**src/rtl/sbr_pkg.sv**
```systemverilog
// Package: offsets, field positions, write masks and address bases of the sleep hold bank
package sbr_pkg;
	localparam logic [7:0] ADDR_BUS_CFG = 8'h26;
	localparam logic [7:0] ADDR_HOLD_LOW = 8'h27;
	localparam logic [7:0] ADDR_HOLD_HIGH = 8'h28;
	localparam int SCALE_SEL_LSB = 6;
	localparam int GEN_SEL_LSB = 4;
	localparam int BUCK_HOLD_LSB = 2;
	localparam logic [7:0] BUS_CFG_WMASK = 8'h0f;
	localparam logic [7:0] HOLD_HIGH_WMASK = 8'h3f;
	localparam logic [6:0] SCALE_ADDR_BASE = 7'h12;
	localparam logic [6:0] GEN_ADDR_BASE = 7'h2d;
	localparam int SYNC_STAGES = 3;
	typedef enum logic [1:0] {SBR_ACTIVE, SBR_SLEEP} sbr_pwr_t;
	typedef enum logic [1:0] {SBR_RUN, SBR_ECO, SBR_OFF} sbr_mode_t;
endpackage : sbr_pkg

```
**src/rtl/sbr_sync.sv**
```systemverilog
// Three-stage synchroniser with agreement filter for the sleep pin
`timescale 1ns/1ps
module sbr_sync (
	input wire logic clk,
	input wire logic rst_n,
	input wire logic ce,
	input wire logic din,
	output logic dout
);
	import sbr_pkg::*;
	logic [SYNC_STAGES-1:0] sh_q;
	logic [SYNC_STAGES-1:0] sh_d;
	logic out_q;
	logic out_d;
	always_comb begin
		sh_d = {sh_q[SYNC_STAGES-2:0], din};
		out_d = out_q;
		// Stage 0 feeds only stage 1; stages 1 and 2 must agree
		if (sh_q[1] == sh_q[2]) begin
			out_d = sh_q[2];
		end
	end
	always_ff @(posedge clk or negedge rst_n) begin
		if (!rst_n) begin
			sh_q <= '0;
			out_q <= 1'b0;
		end else if (ce) begin
			sh_q <= sh_d;
			out_q <= out_d;
		end
	end
	assign dout = out_q;
endmodule : sbr_sync

```
**src/rtl/sbr_regs.sv**
```systemverilog
// Sleep hold and bus assignment register bank with sleep-state regulator modes
`timescale 1ns/1ps
module sbr_regs (
	input wire logic CLK_SYS,
	input wire logic RESET_N,
	input wire logic CE,
	input wire logic [7:0] OTP_BUS_CFG,
	input wire logic [7:0] OTP_HOLD_LOW,
	input wire logic [7:0] OTP_HOLD_HIGH,
	input wire logic REG_WR,
	input wire logic REG_RD,
	input wire logic [7:0] REG_ADDR,
	input wire logic [7:0] REG_WDATA,
	output logic [7:0] REG_RDATA,
	output logic REG_RVALID,
	input wire logic SLEEP_PIN,
	input wire logic SLEEP_ENABLE,
	input wire logic SLEEP_PIN_POLARITY,
	input wire logic IRQ_PENDING,
	input wire logic [9:0] SLEEP_SHUTOFF_SELECT,
	input wire logic [3:0] BUCK_FORCED_MODE,
	output logic [6:0] SCALING_PORT_ADDR,
	output logic [6:0] GENERAL_PORT_ADDR,
	output logic [3:0] BUCK_PORT_ASSIGN,
	output logic IN_SLEEP,
	output logic [13:0] REG_ECO,
	output logic [13:0] REG_OFF
);
	import sbr_pkg::*;
	// ****************************************
	// Register bank
	// ****************************************
	logic loaded_q;
	logic loaded_d;
	logic [7:0] cfg_q;
	logic [7:0] cfg_d;
	logic [7:0] hlo_q;
	logic [7:0] hlo_d;
	logic [7:0] hhi_q;
	logic [7:0] hhi_d;
	logic [7:0] rdata_q;
	logic [7:0] rdata_d;
	logic rvalid_q;
	logic rvalid_d;
	function automatic logic [7:0] merge(input logic [7:0] old, input logic [7:0] nw,
			input logic [7:0] m);
		merge = (old & ~m) | (nw & m);
	endfunction : merge
	always_comb begin
		loaded_d = 1'b1;
		cfg_d = cfg_q;
		hlo_d = hlo_q;
		hhi_d = hhi_q;
		rdata_d = rdata_q;
		rvalid_d = REG_RD;
		if (!loaded_q) begin
			// Defaults are captured after reset release, not under the async reset
			cfg_d = OTP_BUS_CFG;
			hlo_d = OTP_HOLD_LOW;
			hhi_d = OTP_HOLD_HIGH & HOLD_HIGH_WMASK;
		end else if (REG_WR) begin
			case (REG_ADDR)
				ADDR_BUS_CFG: cfg_d = merge(cfg_q, REG_WDATA, BUS_CFG_WMASK);
				ADDR_HOLD_LOW: hlo_d = REG_WDATA;
				ADDR_HOLD_HIGH: hhi_d = merge(hhi_q, REG_WDATA, HOLD_HIGH_WMASK);
				default: ;
			endcase
		end
		if (REG_RD) begin
			case (REG_ADDR)
				ADDR_BUS_CFG: rdata_d = cfg_q;
				ADDR_HOLD_LOW: rdata_d = hlo_q;
				ADDR_HOLD_HIGH: rdata_d = hhi_q & HOLD_HIGH_WMASK;
				default: rdata_d = 8'h00;
			endcase
		end
	end
	always_ff @(posedge CLK_SYS or negedge RESET_N) begin
		if (!RESET_N) begin
			loaded_q <= 1'b0;
			cfg_q <= 8'h00;
			hlo_q <= 8'h00;
			hhi_q <= 8'h00;
			rdata_q <= 8'h00;
			rvalid_q <= 1'b0;
		end else if (CE) begin
			loaded_q <= loaded_d;
			cfg_q <= cfg_d;
			hlo_q <= hlo_d;
			hhi_q <= hhi_d;
			rdata_q <= rdata_d;
			rvalid_q <= rvalid_d;
		end
	end
	// ****************************************
	// Sleep state and regulator modes
	// ****************************************
	logic pin_sync;
	logic want_sleep;
	sbr_pwr_t pwr_q;
	sbr_pwr_t pwr_d;
	logic sleep_q;
	logic sleep_d;
	logic [6:0] sa_q;
	logic [6:0] sa_d;
	logic [6:0] ga_q;
	logic [6:0] ga_d;
	logic [3:0] pa_q;
	logic [3:0] pa_d;
	logic [13:0] eco_q;
	logic [13:0] eco_d;
	logic [13:0] off_q;
	logic [13:0] off_d;
	logic [13:0] hold;
	logic [13:0] shut;
	logic [13:0] eco_ok;
	sbr_mode_t m;
	// Target address is a base plus the two-bit select
	function automatic logic [6:0] port_addr(input logic [6:0] base, input logic [1:0] sel);
		port_addr = base + {5'h00, sel};
	endfunction : port_addr
	// Mode of one regulator; only a sleeping, unheld one may drop
	function automatic sbr_mode_t reg_mode(input logic slp, input logic hld, input logic sht,
			input logic eco);
		reg_mode = SBR_RUN;
		if (slp && !hld) begin
			if (sht) begin
				reg_mode = SBR_OFF;
			end else if (eco) begin
				reg_mode = SBR_ECO;
			end
		end
	endfunction : reg_mode
	sbr_sync u_sync (
		.clk(CLK_SYS),
		.rst_n(RESET_N),
		.ce(CE),
		.din(SLEEP_PIN),
		.dout(pin_sync)
	);
	// Polarity is applied after the synchroniser, so a polarity change acts at once
	always_comb begin
		want_sleep = SLEEP_ENABLE && !IRQ_PENDING
			&& (pin_sync ^ SLEEP_PIN_POLARITY);
		case (pwr_q)
			SBR_ACTIVE: pwr_d = want_sleep ? SBR_SLEEP : SBR_ACTIVE;
			// Any wake condition ends sleep on the next edge
			SBR_SLEEP: pwr_d = want_sleep ? SBR_SLEEP : SBR_ACTIVE;
			default: pwr_d = SBR_ACTIVE;
		endcase
		sleep_d = (pwr_d == SBR_SLEEP);
	end
	always_ff @(posedge CLK_SYS or negedge RESET_N) begin
		if (!RESET_N) begin
			pwr_q <= SBR_ACTIVE;
			sleep_q <= 1'b0;
		end else if (CE) begin
			pwr_q <= pwr_d;
			sleep_q <= sleep_d;
		end
	end
	// ****************************************
	// Port addresses and converter ownership
	// ****************************************
	always_comb begin
		sa_d = port_addr(SCALE_ADDR_BASE, cfg_q[SCALE_SEL_LSB +: 2]);
		ga_d = port_addr(GEN_ADDR_BASE, cfg_q[GEN_SEL_LSB +: 2]);
		pa_d = cfg_q[3:0];
	end
	always_ff @(posedge CLK_SYS or negedge RESET_N) begin
		if (!RESET_N) begin
			sa_q <= 7'h00;
			ga_q <= 7'h00;
			pa_q <= 4'h0;
		end else if (CE) begin
			sa_q <= sa_d;
			ga_q <= ga_d;
			pa_q <= pa_d;
		end
	end
	// ****************************************
	// Regulator modes in sleep
	// ****************************************
	always_comb begin
		// Hold vector: LDO1..8, LDO9, LDO10, then bucks 1..4
		hold = {hhi_q[BUCK_HOLD_LSB +: 4], hhi_q[1:0], hlo_q};
		// Bucks have no shut-off select here, so they can only drop to eco
		shut = {4'h0, SLEEP_SHUTOFF_SELECT};
		eco_ok = {~BUCK_FORCED_MODE, 10'h3ff};
		eco_d = 14'h0000;
		off_d = 14'h0000;
		m = SBR_RUN;
		for (int i = 0; i < 14; i++) begin
			m = reg_mode(sleep_q, hold[i], shut[i], eco_ok[i]);
			case (m)
				SBR_ECO: eco_d[i] = 1'b1;
				SBR_OFF: off_d[i] = 1'b1;
				default: ;
			endcase
		end
	end
	always_ff @(posedge CLK_SYS or negedge RESET_N) begin
		if (!RESET_N) begin
			eco_q <= 14'h0000;
			off_q <= 14'h0000;
		end else if (CE) begin
			eco_q <= eco_d;
			off_q <= off_d;
		end
	end
	assign REG_RDATA = rdata_q;
	assign REG_RVALID = rvalid_q;
	assign SCALING_PORT_ADDR = sa_q;
	assign GENERAL_PORT_ADDR = ga_q;
	assign BUCK_PORT_ASSIGN = pa_q;
	assign IN_SLEEP = sleep_q;
	assign REG_ECO = eco_q;
	assign REG_OFF = off_q;
endmodule : sbr_regs

```
**config.mk**
```make
export PLATFORM = sky130hd
export DESIGN_NAME = sbr_regs
export DESIGN_NICKNAME = d
export VERILOG_FILES = /design/src/rtl/sbr_pkg.sv /design/src/rtl/sbr_sync.sv /design/src/rtl/sbr_regs.sv
export SDC_FILE = /design/constraint.sdc
export NUM_CORES = 1
export LEC_CHECK = 0
export BUFFER_PORTS_ARGS = -buffer_cell sky130_fd_sc_hd__buf_2
export CAP_MARGIN = 30
export CORE_MARGIN = 5
export CORE_UTILIZATION = 54
export DETAILED_ROUTE_END_ITERATION = 8
export HOLD_SLACK_MARGIN = 0.02
export PLACE_DENSITY_LB_ADDON = 0.3
export SYNTH_ARGS = -nofsm -noshare
export SYNTH_HDL_FRONTEND = slang
export SYNTH_SLANG_ARGS = --single-unit
```
**constraint.sdc**
```tcl
create_clock -name CLK_SYS -period 3 [get_ports CLK_SYS]
set_input_delay 0.15 -clock CLK_SYS [delete_from_list [all_inputs] [get_ports CLK_SYS]]
set_output_delay 0.15 -clock CLK_SYS [all_outputs]
set_load 0.01 [all_outputs]
```
==> out/metrics.cfg, run 1 <==
[outcome]
status = finished clean

[timing]
fin_crit_ns = 1.618
slew_viol_final = 0
max_freq_mhz = 618.2
hold_viol = 0
worst_pin_slew_ns = 0.8877
setup_viol = 0
timing.hold.ws_ns = 0.03939
clock_skew_ns = 0.01246
max_slew_margin_pct = 40.73
tns_ns = 0
period_share_pct = 53.92
rsz0062_at_grt = false

[cells_and_area]
seq_area_mm2 = 0.001802
area_growth_pct = 29.07
instances_no_fill = 541
multiInputGateArea_mm2 = 0.001521
drive_gt1_share_pct = 32.76
fillers = 479
nNetsFinal = 523
diodes = 0
final_cell_mix = buf_2 (108), dfrtp_1 (72), nand2_1 (64), dlygate4sd3_1 (21), a22oi_1 (18)
final_cell_area_mm2 = 0.004522
final_common_cell = buf_2

[clock_tree]
clkLatencyLatePin_ns = 0.35
cts_hold_buf = 21
numCtsBuffers = 9
root_buffer = clkbuf_8
cts.sinks = 72
cts_tree = done
cts_max_level = 3
clockBufferDepth = 2
cts_setup_buffers = 0
clk_pin_slew_ns = 0.08
cts.repair.resized = 0

[floorplanning]
die-height_um = 90.55
die_area_mm2 = 0.008198
die_w_um = 90.55
rows = 29
core-area_mm2 = 0.006314
ioPinCount = 119
start_util_pct = 55.49

[drt]
vias = 3250
routed_wl_um = 9796
drtIter0Drc = 359
viasPerCell = 6.007
ant_nets = 0
firstDrtPassIters = 5
drc = 0
routedWlPerCell_um = 18.11

[setup_path]
rr_worst_depth = 4
required_ns = 3.28
r2r-start = SCALING_PORT_ADDR[4]
reg2reg_to = hlo_q[5]
cpMaxStageDelayCell = nor2b_1
path_cells = nor2b_1 > buf_4 > a22oi_1 > nand3_1
critPathLaunchType = flip-flop
crit_arrival_ns = 1.90
worst-setup-path-type = flip-flop to flip-flop
endpoint_kind = flip-flop
cpLargestDelayFamily = simple AND/OR/NAND/NOR gates
cp_num_buf_inv = 1
worstPathMaxFanout = 11
r2r_slack_ns = 1.38
slowest_delay_ns = 0.64

[grt]
grt_max_degree = 55
grt_overflow = 0
grt_usage_pct = 24.16
grt_first_pass_wirelength_um = 16170
grt_pass1_vias = 3308
antenna_found_initial = 0

[power]
power.density_mw_per_mm2 = 510.6
leakage_nw = 2.128
irDropWorstVdd_uv = 451.5

[hold_path]
worstHoldEndpoint = cfg_q[0]
whs_path_depth = 3
min_from = OTP_BUS_CFG[0]
hp-class = primary input to flip-flop

[yosys]
yosysSeqAreaShare_pct = 51.43
synthDistinctLibCells = 44
avgSynthCellArea_um2 = 10.33
synth_edf_count = 0
synthFlopType = dfrtp_1
ys_warn_count = 0
yosys.area.top_type = dfrtp_1
ys_ff_latch = 72
syn_area_mm2 = 0.003503
yosys-top-cells-area = dfrtp_1 (51%), nand2_1 (6.9%), mux2_2 (4.5%), a22oi_1 (3.9%), nand4_1 (2.9%)
synth_top_area_share_pct = 51.43
async_flop_share_pct = 100.0
syn_inst = 339

[flow_run]
maxCapViolCount = 0

[placement]
dp.cells = 504
finalWeightedCongestion = 0.8572
dp_hpwl_um = 6834
place_area_mm2 = 0.004043
port_buffers = 108

-- sequential cells by signal (all words and copies together), names as in the netlist, 4 cells and up --
register           count
REG_RDATA              8
GENERAL_PORT_ADDR      4
cfg_q                  8
REG_ECO               14
hlo_q                  8
REG_OFF               10
SCALING_PORT_ADDR      4
BUCK_PORT_ASSIGN       4
hhi_q                  6
-- synthesized netlist by cell type, types with 7 or more instances --
master      n
o211ai_1   10
buf_4      12
nand2b_1   12
clkbuf_1   12
o21ai_0    11
nand4_1    16
nand3_1     7
o2bb2ai_1  10
o31ai_1    10
dfrtp_1    72
nand2_1    64
mux2_2     14
a22oi_1    18
and3_1      7
buf_2       7
-- cell type report --
type | instances | area share (%)
well taps | 77 | 2.131
multi-input cells | 233 | 33.65
clock buffers | 11 | 3.127
clock inverters | 5 | 2.822
flip-flops and latches | 72 | 39.85
repair buffers | 137 | 17.93
inverters | 6 | 0.4981
-- power breakdown --
group          total (mW)  switching (mW)  internal, mW
Clock                1.03           0.372         0.660
Sequential           1.03          0.0264          1.00
Combinational       0.249           0.141         0.108
Total                2.31           0.540          1.77
-- routing by layer --
| metal | routed length, µm | global-route usage, % | vias to the layer above |
|---|---|---|---|
| met3 | 793 | 4.917 | 30 |
| met4 | 307 | 11.29 | 0 |
| li1 | - | - | 1477 |
| met5 | 0 | 0 | - |
| met2 | 4721 | 39.10 | 170 |
| met1 | 3973 | 30.96 | 1573 |
-- logic make-up after synthesis --
kind of cell             after synthesis  share of synthesized area (%)
AND/OR/NAND/NOR                      120                          17.96
AO/OA/AOI/OAI                         87                          18.68
flip-flops                            72                          51.43
buffers and inverters                 41                          6.143
multiplexers                          16                          5.071
adder cells (fa/ha/maj)                1                         0.3571
other                                  1                         0.1070
XOR/XNOR                               1                         0.2500
-- through the flow --
| step | power (mW) | utilization (%) | worst slack (ns) |
|---|---|---|---|
| after floorplan | 1.169 | - | 1.667 |
| after global placement | 1.267 | 64.03 | 1.385 |
| after detailed placement | 1.272 | 64.03 | 1.370 |
| after CTS | 2.313 | 71.62 | 1.407 |
| after global routing | 2.386 | 71.62 | 1.246 |
| final | 2.309 | 71.62 | 1.382 |
-- tightest hold or removal path: stages --
cell and delay, ns:
buf_2 0.07, a22oi_1 0.05, nand3_1 0.08
-- worst max-delay path by stage --
stage                    startpoint  endpoint  slack, ns  depth (start not counted)
2_1_floorplan           REG_ADDR[4]  hlo_q[6]       1.67                          4
6_report       SCALING_PORT_ADDR[4]  hlo_q[5]       1.38                          4
5_1_grt        SCALING_PORT_ADDR[4]  cfg_q[1]       1.25                          4
4_1_cts        SCALING_PORT_ADDR[4]  cfg_q[1]       1.41                          4
3_3_place_gp            REG_ADDR[4]  hlo_q[7]       1.39                          4
3_5_place_dp            REG_ADDR[4]  hlo_q[6]       1.37                          4
Note: power is estimated with default switching activity, not from simulation.
==> run 2: changes to the inputs <==
--- a/config.mk
+++ b/config.mk
@@ -8,7 +8,7 @@
 export BUFFER_PORTS_ARGS = -buffer_cell sky130_fd_sc_hd__buf_2
 export CAP_MARGIN = 30
 export CORE_MARGIN = 5
-export CORE_UTILIZATION = 54
+export CORE_UTILIZATION = 50
 export DETAILED_ROUTE_END_ITERATION = 8
 export HOLD_SLACK_MARGIN = 0.02
 export PLACE_DENSITY_LB_ADDON = 0.3
==> constraint.sdc (replaced) <==
create_clock -name CLK_SYS -period 1.5 [get_ports CLK_SYS]
set_input_delay 0.075 -clock CLK_SYS [delete_from_list [all_inputs] [get_ports CLK_SYS]]
set_output_delay 0.075 -clock CLK_SYS [all_outputs]
set_load 0.01 [all_outputs]
==> run 2 against run 1 <==
Worst setup slack lost 1.1 ns. Critical path depth is the same. Die area grew 7.1%. Worst hold slack lost 0.035 ns. Core utilization shrank 0.85 points. Global-route usage shrank 0.37 points. Sequential power grew 99%. Maximum frequency grew 34%.
==> out/metrics.cfg, run 2 (synthesis results as in run 1) <==
[timing]
setup_viol = 0  ; unchanged
setup_slack_ns = 0.2972  ; was 1.382 ns
max_freq_mhz = 831.4  ; was 618.2 MHz
worst_pin_slew_ns = 0.5237  ; was 0.8877 ns
period_share_pct = 80.19  ; was 53.92%
tns_ns = 0  ; unchanged
clock_skew_ns = 0.006321  ; was 0.01246 ns
rsz0062_at_grt = false  ; unchanged
fin_crit_ns = 1.203  ; was 1.618 ns
hold_viol = 0  ; unchanged
max_slew_margin_pct = 64.98  ; was 40.73%
slew_viol_final = 0  ; unchanged

[drt]
ant_nets = 0  ; unchanged
drc = 0  ; unchanged
viasPerCell = 5.521  ; was 6.007
routed_wl_um = 10030  ; was 9796 µm
routedWlPerCell_um = 17.17  ; was 18.11 µm
vias = 3224  ; was 3250
firstDrtPassIters = 5  ; unchanged
drtIter0Drc = 280  ; was 359

[setup_path]
required_ns = 1.75  ; was 3.28 ns
rr_worst_depth = 4  ; unchanged
cpLargestDelayFamily = flip-flops  ; was simple AND/OR/NAND/NOR gates
r2r_slack_ns = 0.30  ; was 1.38 ns
cp_num_cells = 4  ; unchanged
endpoint_kind = flip-flop  ; unchanged
critPathLaunchType = flip-flop  ; unchanged
path_cells = buf_4 > nand2b_1 > o22ai_1 > a311oi_1  ; was nor2b_1 > buf_4 > a22oi_1 > nand3_1
reg2reg_to = hlo_q[7]  ; was hlo_q[5]
cp_num_buf_inv = 1  ; unchanged
worstPathMaxFanout = 17  ; was 11
cpMaxStageDelayCell = dfrtp_1  ; was nor2b_1
crit_arrival_ns = 1.45  ; was 1.90 ns
cp-startpoint = SCALING_PORT_ADDR[4]  ; unchanged
r2r-start = SCALING_PORT_ADDR[4]  ; unchanged
worst-setup-path-type = flip-flop to flip-flop  ; unchanged
slowest_delay_ns = 0.38  ; was 0.64 ns
endpoint = hlo_q[7]  ; was hlo_q[5]

[clock_tree]
cts.sinks = 72  ; unchanged
cts_tree = done  ; unchanged
clk_pin_slew_ns = 0.08  ; about the same
numCtsBuffers = 9  ; unchanged
root_buffer = clkbuf_8  ; unchanged
cts_max_level = 3  ; unchanged
clockBufferDepth = 2  ; unchanged
cts_setup_buffers = 0  ; unchanged
clkLatencyLatePin_ns = 0.35  ; about the same

[placement]
finalWeightedCongestion = 0.8510  ; was 0.8572
dp_hpwl_um = 6873  ; was 6834 µm
port_buffers = 108  ; unchanged
dp.cells = 532  ; was 504
dp_slack_ns = 0.04279  ; was 1.370 ns

[cells_and_area]
diodes = 0  ; unchanged
area_growth_pct = 37.25  ; was 29.07%
nNetsFinal = 548  ; was 523
drive_gt1_share_pct = 33.20  ; was 32.76%
final_common_cell = buf_2  ; unchanged
largest_reg_flops = 14  ; unchanged
instances_no_fill = 584  ; was 541
final_cell_mix = buf_2 (108), dfrtp_1 (72), nand2_1 (64), dlygate4sd3_1 (37), a22oi_1 (18)  ; was buf_2 (108), dfrtp_1 (72), nand2_1 (64), dlygate4sd3_1 (21), a22oi_1 (18)

[grt]
grt_first_pass_wirelength_um = 16280  ; was 16170 µm
antenna_found_initial = 0  ; unchanged
grt_max_degree = 73  ; was 55
grt_pass1_vias = 3262  ; was 3308
grt_usage_pct = 23.79  ; was 24.16%
grt_overflow = 0  ; unchanged

[floorplanning]
core-area_mm2 = 0.006794  ; was 0.006314 mm²
start_util_pct = 51.57  ; was 55.49%
die_area_mm2 = 0.008781  ; was 0.008198 mm²
rows = 30  ; was 29
die_w_um = 93.71  ; was 90.55 µm
ioPinCount = 119  ; unchanged
die-height_um = 93.71  ; was 90.55 µm

[flow_run]
maxCapViolCount = 0  ; unchanged

[hold_path]
hp-class = primary input to flip-flop  ; unchanged

[power]
irDropWorstVdd_uv = 694.2  ; was 451.5 µV
power.density_mw_per_mm2 = 969.2  ; was 510.6 mW/mm²
power_mw = 4.660  ; was 2.309 mW
leakage_nw = 2.253  ; was 2.128 nW

[outcome]
status = finished clean  ; unchanged

run 2: layer usage:
layer  global-route usage [%]  part of all wire [%]  vias to the layer above
li1                         -                     -                     1528
met1                    30.97                    41                     1529
met2                    38.97                    49                      149
met3                    6.090                   8.0                       18
met4                    7.461                   1.9                        0
met5                        0                     0                        -
run 2: through the flow:
step                      utilization [%]  hold WS (ns)  cell area [µm²]
after CTS                           70.92       0.02135             4818
after global placement              61.40        0.1311             4172
after global routing                70.77       0.02741             4808
after detailed placement            61.40        0.1309             4172
final                               70.77      0.004244             4808
after floorplan                         -       -0.2206             3530
run 2: worst min path at each step:
stage                                 from             endpoint  cells past startpoint  slack, ns
after floorplan                    RESET_N  BUCK_PORT_ASSIGN[0]                      0      -0.22
after global placement             RESET_N           REG_OFF[1]                      2       0.13
after detailed placement           RESET_N           REG_OFF[1]                      2       0.13
after CTS                  OTP_HOLD_LOW[6]             hlo_q[6]                      3       0.02
after global routing      OTP_HOLD_HIGH[0]             hhi_q[0]                      3       0.03
final                         SLEEP_ENABLE             pwr_q[0]                      3      0.004
run 2: power by group:
group	internal, mW	switching (mW)	leakage, nW
logic	0.265	0.299	1.25
registers	2.00	0.0474	0.868
clock network	1.31	0.734	0.133
total	3.58	1.08	2.25
run 2: tightest hold or removal path, delay by kind of cell:
kind	cells	cell delay (ns)
AOI/OAI and AO/OA	1	0.08
buffers and inverters	1	0.10
and+or+nand+nor	1	0.06
run 2: timing repair:
action,CTS,global route
gates resized for setup,0,1
endpoints found under the hold margin,118,0
hold buffers,38,0
setup endpoints to repair,0,1
run 2: area by class of cell:
cell class                      count  area [µm²]
Multi-Input combinational cell    233        1521
Fill cell                         503        1986
Clock inverter                      5       128.9
Clock buffer                       10       137.6
Sequential cell                    72        1802
Timing Repair Buffer              162        1076
Inverter                            6       22.52
Tap cell                           96       120.1
==> run 3: changes to the inputs <==
--- a/config.mk
+++ b/config.mk
@@ -5,10 +5,11 @@
 export SDC_FILE = /design/constraint.sdc
 export NUM_CORES = 1
 export LEC_CHECK = 0
+export ABC_AREA = 1
 export BUFFER_PORTS_ARGS = -buffer_cell sky130_fd_sc_hd__buf_2
 export CAP_MARGIN = 30
 export CORE_MARGIN = 5
-export CORE_UTILIZATION = 50
+export CORE_UTILIZATION = 45
 export DETAILED_ROUTE_END_ITERATION = 8
 export HOLD_SLACK_MARGIN = 0.02
 export PLACE_DENSITY_LB_ADDON = 0.3
==> constraint.sdc (replaced) <==
create_clock -name CLK_SYS -period 1 [get_ports CLK_SYS]
set_input_delay 0.05 -clock CLK_SYS [delete_from_list [all_inputs] [get_ports CLK_SYS]]
set_output_delay 0.05 -clock CLK_SYS [all_outputs]
set_load 0.01 [all_outputs]
==> run 3 against run 2 <==
The run now ends with setup timing left. Maximum frequency increased by 2.6%. Wire length is 3.7% higher. Sequential power is 54% higher. Cell count is 10% higher. Critical path depth grew 3. Area after synthesis is 3.2% lower. Clock skew barely moved. Synthesized cell count up 9.7%. Register-to-register slack lost 0.47 ns. Worst hold slack better by 0.037 ns. Core utilization is 1.1 points lower. First-iteration DRC count shrank 3.6%. Critical path type unchanged. Largest cell class unchanged.
==> out/metrics.cfg, run 3 <==
[outcome]
status = complete, but fails checks  ; was finished clean
violations = setup timing

[setup_path]
required_ns = 1.23  ; was 1.75 ns
critPathLaunchType = flip-flop  ; unchanged
r2r_slack_ns = -0.17  ; was 0.30 ns
cpMaxStageDelayCell = dfrtp_1  ; unchanged
cpLargestDelayFamily = flip-flops  ; unchanged
worst-setup-path-type = flip-flop to flip-flop  ; unchanged
cp_num_buf_inv = 2  ; was 1
path_cells = inv_2 > nor2_4 > nor2_8 > buf_4 > nand2_8 > nand2_1 > o21ai_2  ; was buf_4 > nand2b_1 > o22ai_1 > a311oi_1
crit_arrival_ns = 1.40  ; was 1.45 ns
rr_worst_depth = 7  ; was 4
r2r-start = SCALING_PORT_ADDR[4]  ; unchanged
worstPathMaxFanout = 8  ; was 17
reg2reg_to = hlo_q[0]  ; was hlo_q[7]
endpoint_kind = flip-flop  ; unchanged
slowest_delay_ns = 0.40  ; was 0.38 ns

[yosys]
ys_ff_latch = 72  ; unchanged
yosys-top-cells-area = dfrtp_1 (53%), nand2_1 (14%), nand3_1 (4.3%), o21ai_2 (3.6%), o41ai_1 (3.6%)  ; was dfrtp_1 (51%), nand2_1 (6.9%), mux2_2 (4.5%), a22oi_1 (3.9%), nand4_1 (2.9%)
synthFlopType = dfrtp_1  ; unchanged
synthSimpleGateAreaFrac_pct = 23.51  ; was 17.96%
ys_warn_count = 0  ; unchanged
syn_area_mm2 = 0.003391  ; was 0.003503 mm²
synth_most_common_cell = nand2_1  ; was dfrtp_1
synth_top_family_by_area = simple AND/OR/NAND/NOR gates  ; was compound AO/OA/AOI/OAI gates
yosys.area.top_type = dfrtp_1  ; unchanged
synthDistinctLibCells = 26  ; was 44
synth_top_area_share_pct = 53.14  ; was 51.43%
syn_inst = 372  ; was 339
synthAdderAreaFrac_pct = 0.3690  ; was 0.3571%
synthXorXnorAreaFrac_pct = 0.2583  ; was 0.2500%
synth_compound_area_share_pct = 14.54  ; was 18.68%
avgSynthCellArea_um2 = 9.115  ; was 10.33 µm²
synthMuxAreaShare_pct = 0.5904  ; was 5.071%
async_flop_share_pct = 100.0  ; unchanged
synth_edf_count = 0  ; unchanged
yosysSeqAreaShare_pct = 53.14  ; was 51.43%
yosys-top-cells-count = nand2_1 (124), dfrtp_1 (72), nand3_1 (29)  ; was dfrtp_1 (72), nand2_1 (64), a22oi_1 (18)

[timing]
hold_viol = 0  ; unchanged
rsz0062_at_grt = true  ; was false
max_freq_mhz = 852.7  ; was 831.4 MHz
tns_ns = -3.516  ; was 0 ns
period_share_pct = 117.3  ; was 80.19%
fin_crit_ns = 1.173  ; was 1.203 ns
setup_slack_ns = -0.1728  ; was 0.2972 ns
clock_skew_ns = 0.006783  ; was 0.006321 ns
setup_viol = 24  ; was 0
slew_viol_final = 0  ; unchanged

[drt]
routed_wl_um = 10400  ; was 10030 µm
routedWlPerCell_um = 16.12  ; was 17.17 µm
viasPerCell = 5.116  ; was 5.521
drtIter0Drc = 270  ; was 280
firstDrtPassIters = 4  ; was 5
drc = 0  ; unchanged
vias = 3300  ; was 3224
ant_nets = 0  ; unchanged

[power]
leakage_nw = 2.757  ; was 2.253 nW
power_mw = 6.339  ; was 4.660 mW
power.density_mw_per_mm2 = 1249  ; was 969.2 mW/mm²
irDropWorstVdd_uv = 698.6  ; was 694.2 µV

[clock_tree]
numCtsBuffers = 9  ; unchanged
root_buffer = clkbuf_8  ; unchanged
clkLatencyLatePin_ns = 0.34  ; was 0.35 ns
clk_pin_slew_ns = 0.07  ; was 0.08 ns
cts.sinks = 72  ; unchanged
cts_tree = done  ; unchanged
cts_max_level = 3  ; unchanged
clockBufferDepth = 2  ; unchanged

[floorplanning]
die_area_mm2 = 0.009371  ; was 0.008781 mm²
start_util_pct = 46.50  ; was 51.57%
ioPinCount = 119  ; unchanged
rows = 31  ; was 30
die_w_um = 96.81  ; was 93.71 µm
die-height_um = 96.81  ; was 93.71 µm
core-area_mm2 = 0.007292  ; was 0.006794 mm²

[grt]
grt_usage_pct = 21.52  ; was 23.79%
antenna_found_initial = 1  ; was 0
grt_overflow = 0  ; unchanged
grt_first_pass_wirelength_um = 16110  ; was 16280 µm
grt_pass1_vias = 3258  ; was 3262
grt_max_degree = 73  ; unchanged

[cells_and_area]
final_common_cell = nand2_1  ; was buf_2
instances_no_fill = 645  ; was 584
final_cell_mix = nand2_1 (117), buf_2 (108), dfrtp_1 (70), dlygate4sd3_1 (42), nand3_1 (27)  ; was buf_2 (108), dfrtp_1 (72), nand2_1 (64), dlygate4sd3_1 (37), a22oi_1 (18)
nNetsFinal = 604  ; was 548
area_growth_pct = 49.74  ; was 37.25%
largest_reg_flops = 14  ; unchanged
drive_gt1_share_pct = 38.90  ; was 33.20%

[flow_run]
maxCapViolCount = 0  ; unchanged

[hold_path]
min_from = OTP_HOLD_HIGH[3]  ; was SLEEP_ENABLE
worstHoldEndpoint = hhi_q[3]  ; was pwr_q[0]
hp-class = primary input to flip-flop  ; unchanged
whs_path_depth = 3  ; unchanged

[placement]
dp.cells = 575  ; was 532
port_buffers = 108  ; unchanged
dp_hpwl_um = 6765  ; was 6873 µm
dp_slack_ns = -0.1877  ; was 0.04279 ns
finalWeightedCongestion = 0.8561  ; was 0.8510

[run 3: cell types whose count changed in the layout (fill, tap and decap cells not counted), sizes merged, moves of 9 or more]
| cell | change |
|---|---|
| nand2b | -12 |
| o21ai | +17 |
| o211ai | -9 |
| o2bb2ai | -10 |
| a22oi | -18 |
| nand4 | -16 |
| nand2 | +74 |
| inv | +14 |
| nor2 | +9 |
| nand3 | +22 |
| buf | +9 |
| a21oi | +17 |
| o41ai | +10 |
| mux2 | -14 |
[run 3: worst max-delay path by stage]
stage               slack (ns)        to                  from  depth (start not counted)
finish                   -0.17  hlo_q[0]  SCALING_PORT_ADDR[4]                          7
global route             -0.23  hlo_q[2]  SCALING_PORT_ADDR[4]                          7
CTS                      -0.15  hlo_q[2]  SCALING_PORT_ADDR[4]                          6
detailed placement       -0.19  hhi_q[1]  SCALING_PORT_ADDR[4]                          6
global placement         -0.14  hhi_q[0]  SCALING_PORT_ADDR[4]                          5
floorplan                -0.13  hlo_q[6]  SCALING_PORT_ADDR[4]                          7
[run 3: cell type report]
| cell class | instances | area [µm²] |
|---|---|---|
| Inverter | 20 | 77.57 |
| Sequential cell | 72 | 1804 |
| Timing Repair Buffer | 177 | 1259 |
| Antenna cell | 1 | 2.502 |
| Fill cell | 547 | 2215 |
| Multi-Input combinational cell | 260 | 1629 |
| Clock inverter | 3 | 42.54 |
| Clock buffer | 13 | 138.9 |
| Tap cell | 99 | 123.9 |
[run 3: report_power, final]
group | switching, mW | internal [mW]
Combinational | 0.539 | 0.474
Clock | 1.03 | 1.15
Sequential | 0.108 | 3.04
Total | 1.67 | 4.66
[run 3: stage by stage]
step / instance area (µm²) / utilization, % / hold slack, ns
after floorplan: 3423 / - / -0.2456
after global placement: 4104 / 56.28 / 0.1069
after detailed placement: 4104 / 56.28 / 0.1079
final: 5077 / 69.63 / 0.04087
after CTS: 4745 / 65.07 / 0.02106
after global routing: 5077 / 69.63 / 0.06753
[run 3: cell families (layout without fill, tap and decap cells)]
family,after synthesis,count (layout)
simple gates,174,176
other cells,1,9
compound gates,72,72
buf+inv,49,213
xor+xnor,1,1
flops,72,72
mux,2,2
fa+ha+maj,1,1
[run 3: repair_timing]
| action | in CTS | in global routing |
|---|---|---|
| setup buffers | 2 | 6 |
| gates resized for setup | 4 | 40 |
| hold buffers | 42 | 0 |
| endpoints found under the setup margin | 26 | 44 |
| gates cloned | 0 | 3 |
| endpoints found under the hold margin | 119 | 0 |
| pin swaps | 0 | 7 |
[run 3: per-layer routing]
layer | global-route usage [%] | vias up | part of all wire [%]
met4 | 8.423 | 0 | 2.6
met5 | 0 | - | 0
met1 | 26.40 | 1587 | 40
met2 | 37.00 | 140 | 51
met3 | 4.460 | 21 | 6.1
li1 | - | 1552 | -
[run 3: tightest hold or removal path: stages]
cell and delay, ns:
buf_2 0.08, a21oi_1 0.08, o21ai_2 0.13
